[config.mk]
export PLATFORM = sky130hd
export DESIGN_NAME = dec_display_ctrl
export DESIGN_NICKNAME = d
export VERILOG_FILES = /design/src/dec_pkg.sv /design/src/dec_tick_if.sv /design/src/dec_idle_timer.sv /design/src/dec_display_ctrl.sv
export VERILOG_INCLUDE_DIRS = /design/src
export SDC_FILE = /design/constraint.sdc
export NUM_CORES = 1
export LEC_CHECK = 0
export BUFFER_PORTS_ARGS = -buffer_cell sky130_fd_sc_hd__buf_2
export CORE_ASPECT_RATIO = 1.25
export CORE_MARGIN = 8
export CORE_UTILIZATION = 40
export CTS_CLUSTER_DIAMETER = 60
export DETAILED_ROUTE_END_ITERATION = 10
export GPL_TIMING_DRIVEN = 0
export PLACE_DENSITY_LB_ADDON = 0.15
export SYNTH_ARGS = -nofsm -noshare
export SYNTH_HDL_FRONTEND = slang
export SYNTH_SLANG_ARGS = --single-unit
[constraint.sdc]
create_clock -name clock -period 3.2 [get_ports clock]
set_clock_uncertainty 0.15 [all_clocks]
set_input_delay 0 -clock clock [delete_from_list [all_inputs] [get_ports clock]]
set_output_delay 0 -clock clock [all_outputs]
set_load 0.1 [all_outputs]
[src/dec_regs.svh]
// Constants for the display economy control block
// Operation
// RULE1 - Economy enabled: backlight off after thirty minutes without any key press.
// RULE2 - Any key press restores the backlight after an economy switch-off.
// RULE3 - Active alarm keeps the backlight lit, overriding economy and timeout.
// RULE4 - Power-on or hardware error flags also stop backlight switch-off.
// RULE5 - Economy setting: off, all but PV off, all off, or 10 percent.
// RULE6 - Backlight toggle accepted from assigned function key or contact input.
// RULE7 - Message contact input on replaces PV display with that scrolling message.
// RULE8 - Each stored message holds at most twenty alphanumeric characters.
// RULE9 - Exactly four message slots exist, no more.
// RULE10 - Several message requests: show highest, slot one first, slot four last.
// RULE11 - Auto-return on: menu reverts to operation display after five idle minutes.
// RULE12 - Refresh period: 1=100 ms, 2=200 ms, 3=500 ms, 4=1 s, 5=2 s.
// RULE13 - Guide scroll rate selectable from 1 slowest to 8 fastest.
// RULE14 - Mode key in menu or parameter display toggles guide display.
// RULE15 - Brightness 1 to 5; region trims signed from -4 to 4.
// RULE16 - After power-up the startup-screen setting picks the operation screen.
// RULE17 - Every key press restarts both inactivity timers from zero.
`ifndef DEC_REGS_SVH
`define DEC_REGS_SVH
`define DEC_CLK_HZ 50000000
`define DEC_MS_CYCLES (`DEC_CLK_HZ / 1000)
`define DEC_ECO_MIN 30
`define DEC_RET_MIN 5
`define DEC_MS_PER_MIN 60000
`define DEC_MSG_CHARS 20
`define DEC_MSG_SLOTS 4
`define DEC_DIM_PCT 8'h0a
`define DEC_FULL_PCT 8'h64
`define DEC_ECO_OFF 2'h0
`define DEC_ECO_KEEP_PV 2'h1
`define DEC_ECO_ALL_OFF 2'h2
`define DEC_ECO_DIM 2'h3
`define DEC_BRI_MIN 3'h1
`define DEC_BRI_MAX 3'h5
`define DEC_BRI_DEF 3'h3
`define DEC_TRIM_MIN (-4)
`define DEC_TRIM_MAX 4
`define DEC_SCROLL_MIN 4'h1
`define DEC_SCROLL_MAX 4'h8
`define DEC_SCROLL_BASE_MS 800
`define DEC_SCROLL_STEP_MS 100
`define DEC_PER_100 16'd100
`define DEC_PER_200 16'd200
`define DEC_PER_500 16'd500
`define DEC_PER_1S 16'd1000
`define DEC_PER_2S 16'd2000
`endif

[src/dec_pkg.sv]
// Types of the display economy control block
package dec_pkg;
    typedef enum logic [1:0] {
        DEC_SCR_OPER = 2'b01,
        DEC_SCR_MENU = 2'b10
    } dec_screen_t;
    typedef logic [7:0] dec_char_t;
    typedef logic signed [3:0] dec_trim_t;
endpackage

[src/dec_tick_if.sv]
// Millisecond tick carried between the divider and the controller
`timescale 1ns/1ns
interface dec_tick_if;
    logic ms_tick;
    modport src (output ms_tick);
    modport dst (input ms_tick);
endinterface // dec_tick_if

[src/dec_idle_timer.sv]
// Inactivity timer counted in milliseconds, restarted by key presses
`timescale 1ns/1ns
module dec_idle_timer #(
    parameter int LIMIT_MS = 1000
) (
    // Clock and reset
    input wire logic clock,
    input wire logic resetn,
    // Control
    input wire logic ms_tick,
    input wire logic restart,
    input wire logic run,
    // Result
    output logic expired
);
    logic [31:0] count_r;

    // Restart on key and count while running
    always_ff @(posedge clock or negedge resetn) begin
        if (!resetn) begin
            count_r <= 32'h0;
        end else if (restart || !run) begin
            count_r <= 32'h0;
        end else if (ms_tick && count_r < LIMIT_MS) begin
            count_r <= count_r + 32'h1;
        end
    end

    assign expired = run && (count_r >= LIMIT_MS);
endmodule // dec_idle_timer

[src/dec_display_ctrl.sv]
// Display economy, message overlay, guide and refresh control
`timescale 1ns/1ns
`include "dec_regs.svh"
module dec_display_ctrl #(
    parameter int MS_CYCLES = `DEC_MS_CYCLES,
    parameter int ECO_MS = `DEC_ECO_MIN * `DEC_MS_PER_MIN,
    parameter int RET_MS = `DEC_RET_MIN * `DEC_MS_PER_MIN
) (
    // Clock and reset
    input wire logic clock,
    input wire logic resetn,
    // Front panel pins
    input wire logic key_any_pin,
    input wire logic mode_key_pin,
    input wire logic fkey_bl_pin,
    input wire logic [3:0] msg_contact_pin,
    input wire logic bl_contact_pin,
    // Status flags from the controller
    input wire logic alarm_active,
    input wire logic power_on_error,
    input wire logic hw_error,
    input wire logic menu_request,
    // Settings
    input wire logic [1:0] economy_setting,
    input wire logic auto_return_enable,
    input wire logic [2:0] refresh_period_select,
    input wire logic [3:0] guide_scroll_rate,
    input wire logic guide_visible_init,
    input wire logic [2:0] overall_brightness,
    input wire dec_pkg::dec_trim_t pv_white_trim,
    input wire dec_pkg::dec_trim_t pv_red_trim,
    input wire dec_pkg::dec_trim_t setpoint_trim,
    input wire dec_pkg::dec_trim_t bargraph_trim,
    input wire dec_pkg::dec_trim_t status_led_trim,
    input wire logic [3:0] startup_screen,
    input wire logic bl_key_assigned,
    input wire logic bl_contact_assigned,
    // Message storage write port
    input wire logic msg_wr,
    input wire logic [1:0] msg_wr_slot,
    input wire logic [4:0] msg_wr_index,
    input wire dec_pkg::dec_char_t msg_wr_char,
    // LCD side
    output logic backlight_on,
    output logic pv_lit,
    output logic others_lit,
    output logic [7:0] light_percent,
    output logic [2:0] brightness_level,
    output dec_pkg::dec_trim_t pv_white_level,
    output dec_pkg::dec_trim_t pv_red_level,
    output dec_pkg::dec_trim_t setpoint_level,
    output dec_pkg::dec_trim_t bargraph_level,
    output dec_pkg::dec_trim_t status_led_level,
    output logic msg_active,
    output logic [1:0] msg_slot,
    output dec_pkg::dec_char_t msg_char,
    output logic [4:0] msg_pos,
    output logic in_menu,
    output logic guide_visible,
    output logic guide_step,
    output logic refresh_tick,
    output logic [3:0] home_screen
);
    import dec_pkg::*;

    ////////////////////////////////////////////////////////////////////////
    // Pin synchronisers
    logic [8:0] pin_meta_r;
    logic [8:0] pin_sync_r;
    logic [8:0] pin_prev_r;
    always_ff @(posedge clock or negedge resetn) begin
        if (!resetn) begin
            pin_meta_r <= 9'h0;
            pin_sync_r <= 9'h0;
            pin_prev_r <= 9'h0;
        end else begin
            pin_meta_r <= {bl_contact_pin, msg_contact_pin, fkey_bl_pin, mode_key_pin, key_any_pin};
            pin_sync_r <= pin_meta_r;
            pin_prev_r <= pin_sync_r;
        end
    end

    logic key_press;
    logic mode_press;
    logic fkey_press;
    logic contact_edge;
    logic [3:0] msg_req;
    // Any key counts, including mode and function keys
    assign key_press = |(pin_sync_r[2:0] & ~pin_prev_r[2:0]);
    assign mode_press = pin_sync_r[1] & ~pin_prev_r[1];
    assign fkey_press = pin_sync_r[2] & ~pin_prev_r[2];
    assign contact_edge = pin_sync_r[7] & ~pin_prev_r[7];
    assign msg_req = pin_sync_r[6:3];

    ////////////////////////////////////////////////////////////////////////
    // Millisecond divider and idle timers
    dec_tick_if tick_bus ();
    logic [31:0] div_r;
    always_ff @(posedge clock or negedge resetn) begin
        if (!resetn) begin
            div_r <= 32'h0;
        end else if (div_r >= MS_CYCLES - 1) begin
            div_r <= 32'h0;
        end else begin
            div_r <= div_r + 32'h1;
        end
    end
    assign tick_bus.ms_tick = (div_r >= MS_CYCLES - 1);

    logic eco_enabled;
    logic eco_expired;
    logic ret_expired;
    logic screen_menu;
    assign eco_enabled = (economy_setting != `DEC_ECO_OFF);

    // RULE1 thirty-minute timer
    // RULE17 key restarts timers
    dec_idle_timer #(.LIMIT_MS(ECO_MS)) u_eco_timer (
        .clock(clock),
        .resetn(resetn),
        .ms_tick(tick_bus.ms_tick),
        .restart(key_press),
        .run(eco_enabled),
        .expired(eco_expired)
    );

    // RULE11 five-minute return timer
    dec_idle_timer #(.LIMIT_MS(RET_MS)) u_ret_timer (
        .clock(clock),
        .resetn(resetn),
        .ms_tick(tick_bus.ms_tick),
        .restart(key_press),
        .run(auto_return_enable && screen_menu),
        .expired(ret_expired)
    );

    ////////////////////////////////////////////////////////////////////////
    // Backlight economy
    logic eco_dark_r;
    logic bl_manual_off_r;
    logic keep_lit;
    // RULE3 alarm keeps light
    // RULE4 errors keep light
    assign keep_lit = alarm_active || power_on_error || hw_error;

    // RULE1 economy switch-off
    // RULE2 key restores light
    always_ff @(posedge clock or negedge resetn) begin
        if (!resetn) begin
            eco_dark_r <= 1'b0;
        end else if (key_press || keep_lit || !eco_enabled) begin
            eco_dark_r <= 1'b0;
        end else if (eco_expired) begin
            eco_dark_r <= 1'b1;
        end
    end

    // RULE6 assigned source toggles
    always_ff @(posedge clock or negedge resetn) begin
        if (!resetn) begin
            bl_manual_off_r <= 1'b0;
        end else if ((fkey_press && bl_key_assigned) || (contact_edge && bl_contact_assigned)) begin
            bl_manual_off_r <= ~bl_manual_off_r;
        end else if (keep_lit) begin
            bl_manual_off_r <= 1'b0;
        end
    end

    // RULE5 economy setting decode
    always_ff @(posedge clock or negedge resetn) begin
        if (!resetn) begin
            backlight_on <= 1'b1;
            pv_lit <= 1'b1;
            others_lit <= 1'b1;
            light_percent <= `DEC_FULL_PCT;
        end else if (bl_manual_off_r && !keep_lit) begin
            backlight_on <= 1'b0;
            pv_lit <= 1'b0;
            others_lit <= 1'b0;
            light_percent <= 8'h0;
        end else if (eco_dark_r) begin
            case (economy_setting)
                `DEC_ECO_KEEP_PV: begin
                    backlight_on <= 1'b1;
                    pv_lit <= 1'b1;
                    others_lit <= 1'b0;
                    light_percent <= `DEC_FULL_PCT;
                end
                `DEC_ECO_ALL_OFF: begin
                    backlight_on <= 1'b0;
                    pv_lit <= 1'b0;
                    others_lit <= 1'b0;
                    light_percent <= 8'h0;
                end
                `DEC_ECO_DIM: begin
                    backlight_on <= 1'b1;
                    pv_lit <= 1'b1;
                    others_lit <= 1'b1;
                    light_percent <= `DEC_DIM_PCT;
                end
                default: begin
                    backlight_on <= 1'b1;
                    pv_lit <= 1'b1;
                    others_lit <= 1'b1;
                    light_percent <= `DEC_FULL_PCT;
                end
            endcase
        end else begin
            backlight_on <= 1'b1;
            pv_lit <= 1'b1;
            others_lit <= 1'b1;
            light_percent <= `DEC_FULL_PCT;
        end
    end

    ////////////////////////////////////////////////////////////////////////
    // Brightness settings, clamped to their legal ranges
    function automatic dec_trim_t clamp_trim(input dec_trim_t v);
        if (v < dec_trim_t'(`DEC_TRIM_MIN)) begin
            return dec_trim_t'(`DEC_TRIM_MIN);
        end else if (v > dec_trim_t'(`DEC_TRIM_MAX)) begin
            return dec_trim_t'(`DEC_TRIM_MAX);
        end
        return v;
    endfunction

    // RULE15 brightness ranges
    always_ff @(posedge clock or negedge resetn) begin
        if (!resetn) begin
            brightness_level <= `DEC_BRI_DEF;
            pv_white_level <= 4'h0;
            pv_red_level <= 4'h0;
            setpoint_level <= 4'h0;
            bargraph_level <= 4'h0;
            status_led_level <= 4'h0;
        end else begin
            if (overall_brightness < `DEC_BRI_MIN) begin
                brightness_level <= `DEC_BRI_MIN;
            end else if (overall_brightness > `DEC_BRI_MAX) begin
                brightness_level <= `DEC_BRI_MAX;
            end else begin
                brightness_level <= overall_brightness;
            end
            pv_white_level <= clamp_trim(pv_white_trim);
            pv_red_level <= clamp_trim(pv_red_trim);
            setpoint_level <= clamp_trim(setpoint_trim);
            bargraph_level <= clamp_trim(bargraph_trim);
            status_led_level <= clamp_trim(status_led_trim);
        end
    end

    ////////////////////////////////////////////////////////////////////////
    // Screen state and guide display
    dec_screen_t screen_r;
    assign screen_menu = (screen_r == DEC_SCR_MENU);
    assign in_menu = screen_menu;

    // Menu opens on a rising request only, so a timed-out menu stays closed
    logic menu_req_prev_r;
    always_ff @(posedge clock or negedge resetn) begin
        if (!resetn) begin
            menu_req_prev_r <= 1'b0;
        end else begin
            menu_req_prev_r <= menu_request;
        end
    end

    // RULE11 auto-return to operation
    always_ff @(posedge clock or negedge resetn) begin
        if (!resetn) begin
            screen_r <= DEC_SCR_OPER;
        end else begin
            case (screen_r)
                DEC_SCR_OPER: begin
                    if (menu_request && !menu_req_prev_r) begin
                        screen_r <= DEC_SCR_MENU;
                    end
                end
                DEC_SCR_MENU: begin
                    if (ret_expired || !menu_request) begin
                        screen_r <= DEC_SCR_OPER;
                    end
                end
                default: begin
                    screen_r <= DEC_SCR_OPER;
                end
            endcase
        end
    end

    // Setting is taken once after reset, then the mode key owns it
    logic guide_loaded_r;
    // RULE14 mode key toggles guide
    always_ff @(posedge clock or negedge resetn) begin
        if (!resetn) begin
            guide_loaded_r <= 1'b0;
            guide_visible <= 1'b1;
        end else if (!guide_loaded_r) begin
            guide_loaded_r <= 1'b1;
            guide_visible <= guide_visible_init;
        end else if (mode_press && screen_menu) begin
            guide_visible <= ~guide_visible;
        end
    end

    // RULE16 startup screen latch
    logic home_loaded_r;
    always_ff @(posedge clock or negedge resetn) begin
        if (!resetn) begin
            home_loaded_r <= 1'b0;
            home_screen <= 4'h0;
        end else if (!home_loaded_r) begin
            home_loaded_r <= 1'b1;
            home_screen <= startup_screen;
        end
    end

    ////////////////////////////////////////////////////////////////////////
    // Guide scroll and refresh period
    logic [3:0] rate;
    logic [15:0] scroll_ms;
    logic [15:0] scroll_cnt_r;
    // RULE13 scroll rate 1 to 8
    always_comb begin
        rate = guide_scroll_rate;
        if (rate < `DEC_SCROLL_MIN) begin
            rate = `DEC_SCROLL_MIN;
        end else if (rate > `DEC_SCROLL_MAX) begin
            rate = `DEC_SCROLL_MAX;
        end
        scroll_ms = 16'(`DEC_SCROLL_BASE_MS + `DEC_SCROLL_STEP_MS - `DEC_SCROLL_STEP_MS * rate);
    end

    always_ff @(posedge clock or negedge resetn) begin
        if (!resetn) begin
            scroll_cnt_r <= 16'h0;
            guide_step <= 1'b0;
        end else if (tick_bus.ms_tick) begin
            guide_step <= (scroll_cnt_r + 16'h1 >= scroll_ms);
            scroll_cnt_r <= (scroll_cnt_r + 16'h1 >= scroll_ms) ? 16'h0 : scroll_cnt_r + 16'h1;
        end else begin
            guide_step <= 1'b0;
        end
    end

    logic [15:0] period_ms;
    logic [15:0] refresh_cnt_r;
    // RULE12 refresh period decode
    always_comb begin
        case (refresh_period_select)
            3'h1: period_ms = `DEC_PER_100;
            3'h2: period_ms = `DEC_PER_200;
            3'h3: period_ms = `DEC_PER_500;
            3'h4: period_ms = `DEC_PER_1S;
            3'h5: period_ms = `DEC_PER_2S;
            default: period_ms = `DEC_PER_500;
        endcase
    end

    always_ff @(posedge clock or negedge resetn) begin
        if (!resetn) begin
            refresh_cnt_r <= 16'h0;
            refresh_tick <= 1'b0;
        end else if (tick_bus.ms_tick) begin
            refresh_tick <= (refresh_cnt_r + 16'h1 >= period_ms);
            refresh_cnt_r <= (refresh_cnt_r + 16'h1 >= period_ms) ? 16'h0 : refresh_cnt_r + 16'h1;
        end else begin
            refresh_tick <= 1'b0;
        end
    end

    ////////////////////////////////////////////////////////////////////////
    // Message storage and overlay
    // RULE8 twenty characters
    // RULE9 four slots only
    dec_char_t msg_mem [`DEC_MSG_SLOTS][`DEC_MSG_CHARS];
    always_ff @(posedge clock) begin
        if (msg_wr && msg_wr_index < `DEC_MSG_CHARS) begin
            msg_mem[msg_wr_slot][msg_wr_index] <= msg_wr_char;
        end
    end

    // RULE10 slot one wins
    logic [1:0] win_slot;
    always_comb begin
        if (msg_req[0]) begin
            win_slot = 2'h0;
        end else if (msg_req[1]) begin
            win_slot = 2'h1;
        end else if (msg_req[2]) begin
            win_slot = 2'h2;
        end else begin
            win_slot = 2'h3;
        end
    end

    // RULE7 contact shows message
    always_ff @(posedge clock or negedge resetn) begin
        if (!resetn) begin
            msg_active <= 1'b0;
            msg_slot <= 2'h0;
            msg_pos <= 5'h0;
        end else begin
            msg_active <= |msg_req;
            msg_slot <= win_slot;
            if (!(|msg_req) || win_slot != msg_slot) begin
                msg_pos <= 5'h0;
            end else if (guide_step) begin
                msg_pos <= (msg_pos == 5'(`DEC_MSG_CHARS - 1)) ? 5'h0 : msg_pos + 5'h1;
            end
        end
    end

    always_ff @(posedge clock or negedge resetn) begin
        if (!resetn) begin
            msg_char <= 8'h0;
        end else begin
            msg_char <= msg_mem[msg_slot][msg_pos];
        end
    end

    ////////////////////////////////////////////////////////////////////////
    // Checks
    property p_keep_lit;
        @(posedge clock) disable iff (!resetn)
        keep_lit |=> !eco_dark_r;
    endproperty
    a_keep_lit: assert property (p_keep_lit) else $error("economy dark during alarm"); // RULE3

    property p_key_wakes;
        @(posedge clock) disable iff (!resetn)
        key_press |=> !eco_dark_r;
    endproperty
    a_key_wakes: assert property (p_key_wakes) else $error("key did not wake backlight"); // RULE2

    property p_dark_needs_timer;
        @(posedge clock) disable iff (!resetn)
        $rose(eco_dark_r) |-> $past(eco_expired) && eco_enabled;
    endproperty
    a_dark_needs_timer: assert property (p_dark_needs_timer) else $error("dark without timeout"); // RULE1

    property p_all_off;
        @(posedge clock) disable iff (!resetn)
        (eco_dark_r && economy_setting == `DEC_ECO_ALL_OFF && !bl_manual_off_r) ##1 $stable(economy_setting)
            |-> !backlight_on;
    endproperty
    a_all_off: assert property (p_all_off) else $error("all-off mode left light on"); // RULE5

    property p_priority;
        @(posedge clock) disable iff (!resetn)
        msg_req[0] |=> msg_slot == 2'h0 && msg_active;
    endproperty
    a_priority: assert property (p_priority) else $error("slot one not shown first"); // RULE10

    property p_guide_toggle;
        @(posedge clock) disable iff (!resetn)
        guide_loaded_r && mode_press && screen_menu |=> guide_visible != $past(guide_visible);
    endproperty
    a_guide_toggle: assert property (p_guide_toggle) else $error("guide did not toggle"); // RULE14

    property p_return;
        @(posedge clock) disable iff (!resetn)
        ret_expired && screen_menu |=> !screen_menu;
    endproperty
    a_return: assert property (p_return) else $error("no auto-return"); // RULE11

    property p_bri_range;
        @(posedge clock) disable iff (!resetn)
        ##1 brightness_level >= `DEC_BRI_MIN && brightness_level <= `DEC_BRI_MAX;
    endproperty
    a_bri_range: assert property (p_bri_range) else $error("brightness out of range"); // RULE15
endmodule // dec_display_ctrl

==> results.py <==
metrics = {
    "run_status": {
        "status": "completed",
    },
    "finish": {
        "nets": 2489,
        "area_growth_pct": 19.0,
        "nFillCells": 7228,
        "drive_above_1_share": 0.244,
    },
    "global_route": {
        "grt_max_degree": 105,
        "gr-total-overflow": 0,
        "grt_pass1_wl_microns": 130000,
        "antenna_found_initial": 2,
        "grt_pass1_vias": 20400,
        "track_usage": 0.181,
    },
    "synthesis": {
        "synth_edf_count": 640,
        "synth-seq-cells": 844,
        "yosysMostFrequentCell": "edfxtp_1",
        "yosysTopAreaCell": "edfxtp_1",
        "yosys_most_used_dff": "edfxtp_1",
        "synth_common_cells": "edfxtp_1, dfrtp_1, mux4_2",
        "ys_types": 66,
        "syn_inst": 2019,
        "synthArstFlopShare": 0.242,
        "yosys_warnings": 0,
        "synth_area_sq_mm": 0.0345,
        "yosysTopAreaCellShare": 0.557,
        "ys_seq_area_frac": 0.705,
        "syn_area_per_cell_sq_um": 17.1,
        "synth_area_leaders": "edfxtp_1, dfrtp_1, mux4_2",
    },
    "drt": {
        "routedWlPerCell_microns": 24.4,
        "drt_wl_total_microns": 86600,
        "first_pass_iters": 5,
        "postRouteAntennaNets": 0,
        "remaining_drc_errors": 0,
        "met1_length_microns": 35500,
        "vias": 19200,
        "routed_via_density": 5.42,
        "wl_met3_microns": 4380,
        "routed.top_layer": "met4",
        "wl_met2_microns": 44300,
        "first_iter_violations": 1487,
    },
    "pwr": {
        "leakagePower_nw": 14.3,
        "vdd_ir_drop_max_mv": 0.493,
        "power_density_mw_per_mm2": 608,
    },
    "sta": {
        "relSlewSlack": 0.197,
        "fin_crit_sh": 0.995,
        "layout_setup_ws_ns": 0.0162,
        "tns_ns": 0,
        "worst_pin_slew_ns": 1.20,
        "grt_setup_unrepaired": "yes",
        "finalMaxSlewViolations": 0,
        "whs_ns": 0.0948,
        "fmax_mhz": 314,
        "setup_violations": 0,
        "timing.final.crit_period_ns": 3.18,
        "hold_viol_final": 0,
    },
    "worst_setup_path": {
        "path_max_fanout": 5,
        "cp_common_cell": "or3_4",
        "required_ns": 3.57,
        "critPathBufInv": 2,
        "crit_arrival_ns": 3.56,
        "cp_cell_sequence": "and4_1, nand2_1, or3_4, buf_6, xnor2_1, ha_1, nand4_1, or3_4, nor3_4, nor3_2, clkbuf_8, a221o_1",
        "endpoint_kind": "flop",
        "path_delay_family": "simple AND/OR/NAND/NOR gates",
        "crit_type": "reg -> reg",
        "startpoint_type": "flop",
        "crit_slowest_cell": "or3_4",
        "cpPeakStageDelay_ns": 0.42,
    },
    "clock_network": {
        "cts_sinks": 844,
        "cts_tree": "built",
        "cts.path.max_buffers": 3,
        "htree_levels": 3,
        "cts_made_buffers": 88,
        "clk_latency_ns": 0.66,
        "clk_pin_slew_ns": 0.06,
        "cts_root_buf": "clkbuf_16",
    },
    "placement": {
        "numPortBuffers": 122,
        "dp_hpwl_microns": 56200,
        "finalWeightedCongestion": 0.806,
        "place_ws_ns": -0.809,
    },
    "die": {
        "start_util": 0.403,
        "coreArea_sq_mm": 0.0856,
        "ioPinCount": 128,
        "rows": 120,
        "die_w_microns": 279,
        "fp.dieH_microns": 345,
        "die_area_sq_mm": 0.0960,
    },
    "flow_run": {
        "maxCapViolations": 0,
    },
    "worst_hold_path": {
        "worstHoldPathType": "in -> reg",
    },
}
==> worst paths after layout <==
kind	from	endpoint	slack, ns	depth (start not counted)
max in group asynchronous	resetn	brightness_level[1]$_DFF_PN1_	1.46	4
setup / recovery	scroll_cnt_r[8]$_DFFE_PN0N_	scroll_cnt_r[5]$_DFFE_PN0N_	0.02	12
hold reg to reg	pin_meta_r[2]$_DFF_PN0_	pin_sync_r[2]$_DFF_PN0_	0.20	0
setup reg to reg	scroll_cnt_r[8]$_DFFE_PN0N_	scroll_cnt_r[5]$_DFFE_PN0N_	0.02	12
min in group asynchronous	resetn	u_ret_timer.count_r[9]$_DFFE_PN0P_	0.38	3
hold / removal	pv_white_trim[2]	pv_white_level[1]$_DFF_PN0_	0.09	4
==> tightest hold or removal path, cell delays in order <==
cell	delay [ns]
dlygate4sd3_1	0.51
buf_2	0.11
xnor2_1	0.07
and2_1	0.16
==> power by group <==
| part | leakage (nW) | switching [mW] | internal (mW) | total [mW] |
|---|---|---|---|---|
| clock | 1.35 | 4.29 | 5.73 | 10.0 |
| combinational | 4.53 | 1.75 | 1.04 | 2.78 |
| sequential | 8.39 | 0.183 | 12.0 | 12.2 |
==> area by class of cell <==
cell class / instances / area, sq um / area share
flip-flops and latches: 844 / 24300 / 0.592
multi-input cells: 1057 / 9920 / 0.242
repair buffers: 251 / 1910 / 0.0465
well taps: 1098 / 1370 / 0.0334
diodes: 2 / 5.00 / 0.000122
plain buffers: 100 / 603 / 0.0147
inverters: 33 / 126 / 0.00308
clock buffers: 119 / 2380 / 0.0579
clock inverters: 43 / 419 / 0.0102
==> state kept, by name (all words and copies together) (netlist names), 3 cells and up <==
register / cells
msg_char: 8
pv_white_level: 4
pin_prev_r: 4
msg_pos: 5
brightness_level: 3
refresh_cnt_r: 16
scroll_cnt_r: 16
home_screen: 4
status_led_level: 4
u_ret_timer.count_r: 32
bargraph_level: 4
pin_meta_r: 8
div_r: 32
pin_sync_r: 8
pv_red_level: 4
setpoint_level: 4
u_eco_timer.count_r: 32
msg_mem: 640
==> cells in the final DEF, fill, tap and decap left out, types with 9 or more instances in the layout <==
cell type and instances:
dlygate4sd3_1 107, inv_1 30, o31ai_1 11, clkinv_2 9
o21ai_0 31, nand3_1 48, conb_1 20, and3_1 11
clkinv_1 17, nor2_1 152, xnor2_1 32, buf_2 126
nor4_1 11, dfrtp_1 193, clkbuf_16 90, and2_1 48
clkbuf_1 66, mux2i_1 23, or2_2 13, edfxtp_1 640
a21oi_1 34, mux4_2 192, ha_1 38, nand2_1 107
nand4_1 28, or3_1 23, xor2_1 32, clkbuf_4 10
nor3_1 18, nand2b_1 11, o21ai_1 14, nor2b_1 17
buf_4 41
==> cells by family (layout without fill, tap and decap cells) <==
kind of cell    after synthesis  count (layout)  synth area share
simple gates                534             534            0.0776
compound gates              168             168            0.0326
fa+ha+maj                    44              44            0.0162
other cells                   2              22          0.000217
xor+xnor                     65              65            0.0165
buf+inv                     136             546            0.0169
flops                       844             844             0.705
mux                         226             226             0.135
==> per-layer routing <==
| metal | vias up | global-route usage |
|---|---|---|
| met5 | - | 0 |
| met4 | 0 | 0.0602 |
| met3 | 136 | 0.0310 |
| met2 | 489 | 0.317 |
| met1 | 10000 | 0.227 |
| li1 | 8548 | - |
==> timing repair <==
item,CTS,global route
resized for setup,74,36
buffers inserted,16,4
gates cloned,1,0
pin swaps,16,9
hold buffers,107,0
setup endpoints to repair,37,50
endpoints found under the hold margin,1142,0
==> metrics by stage <==
step | power, mW | area (sq um) | util | std cells
5_1_grt | 25.8 | 41100 | 0.480 | 3545
2_1_floorplan | 14.0 | 34700 | - | 2037
6_report | 25.0 | 41100 | 0.480 | 3547
4_1_cts | 25.2 | 41000 | 0.479 | 3542
3_5_place_dp | 14.9 | 36800 | 0.430 | 3259
3_3_place_gp | 14.9 | 36700 | 0.429 | 3257
(Power assumes the default switching activity.)
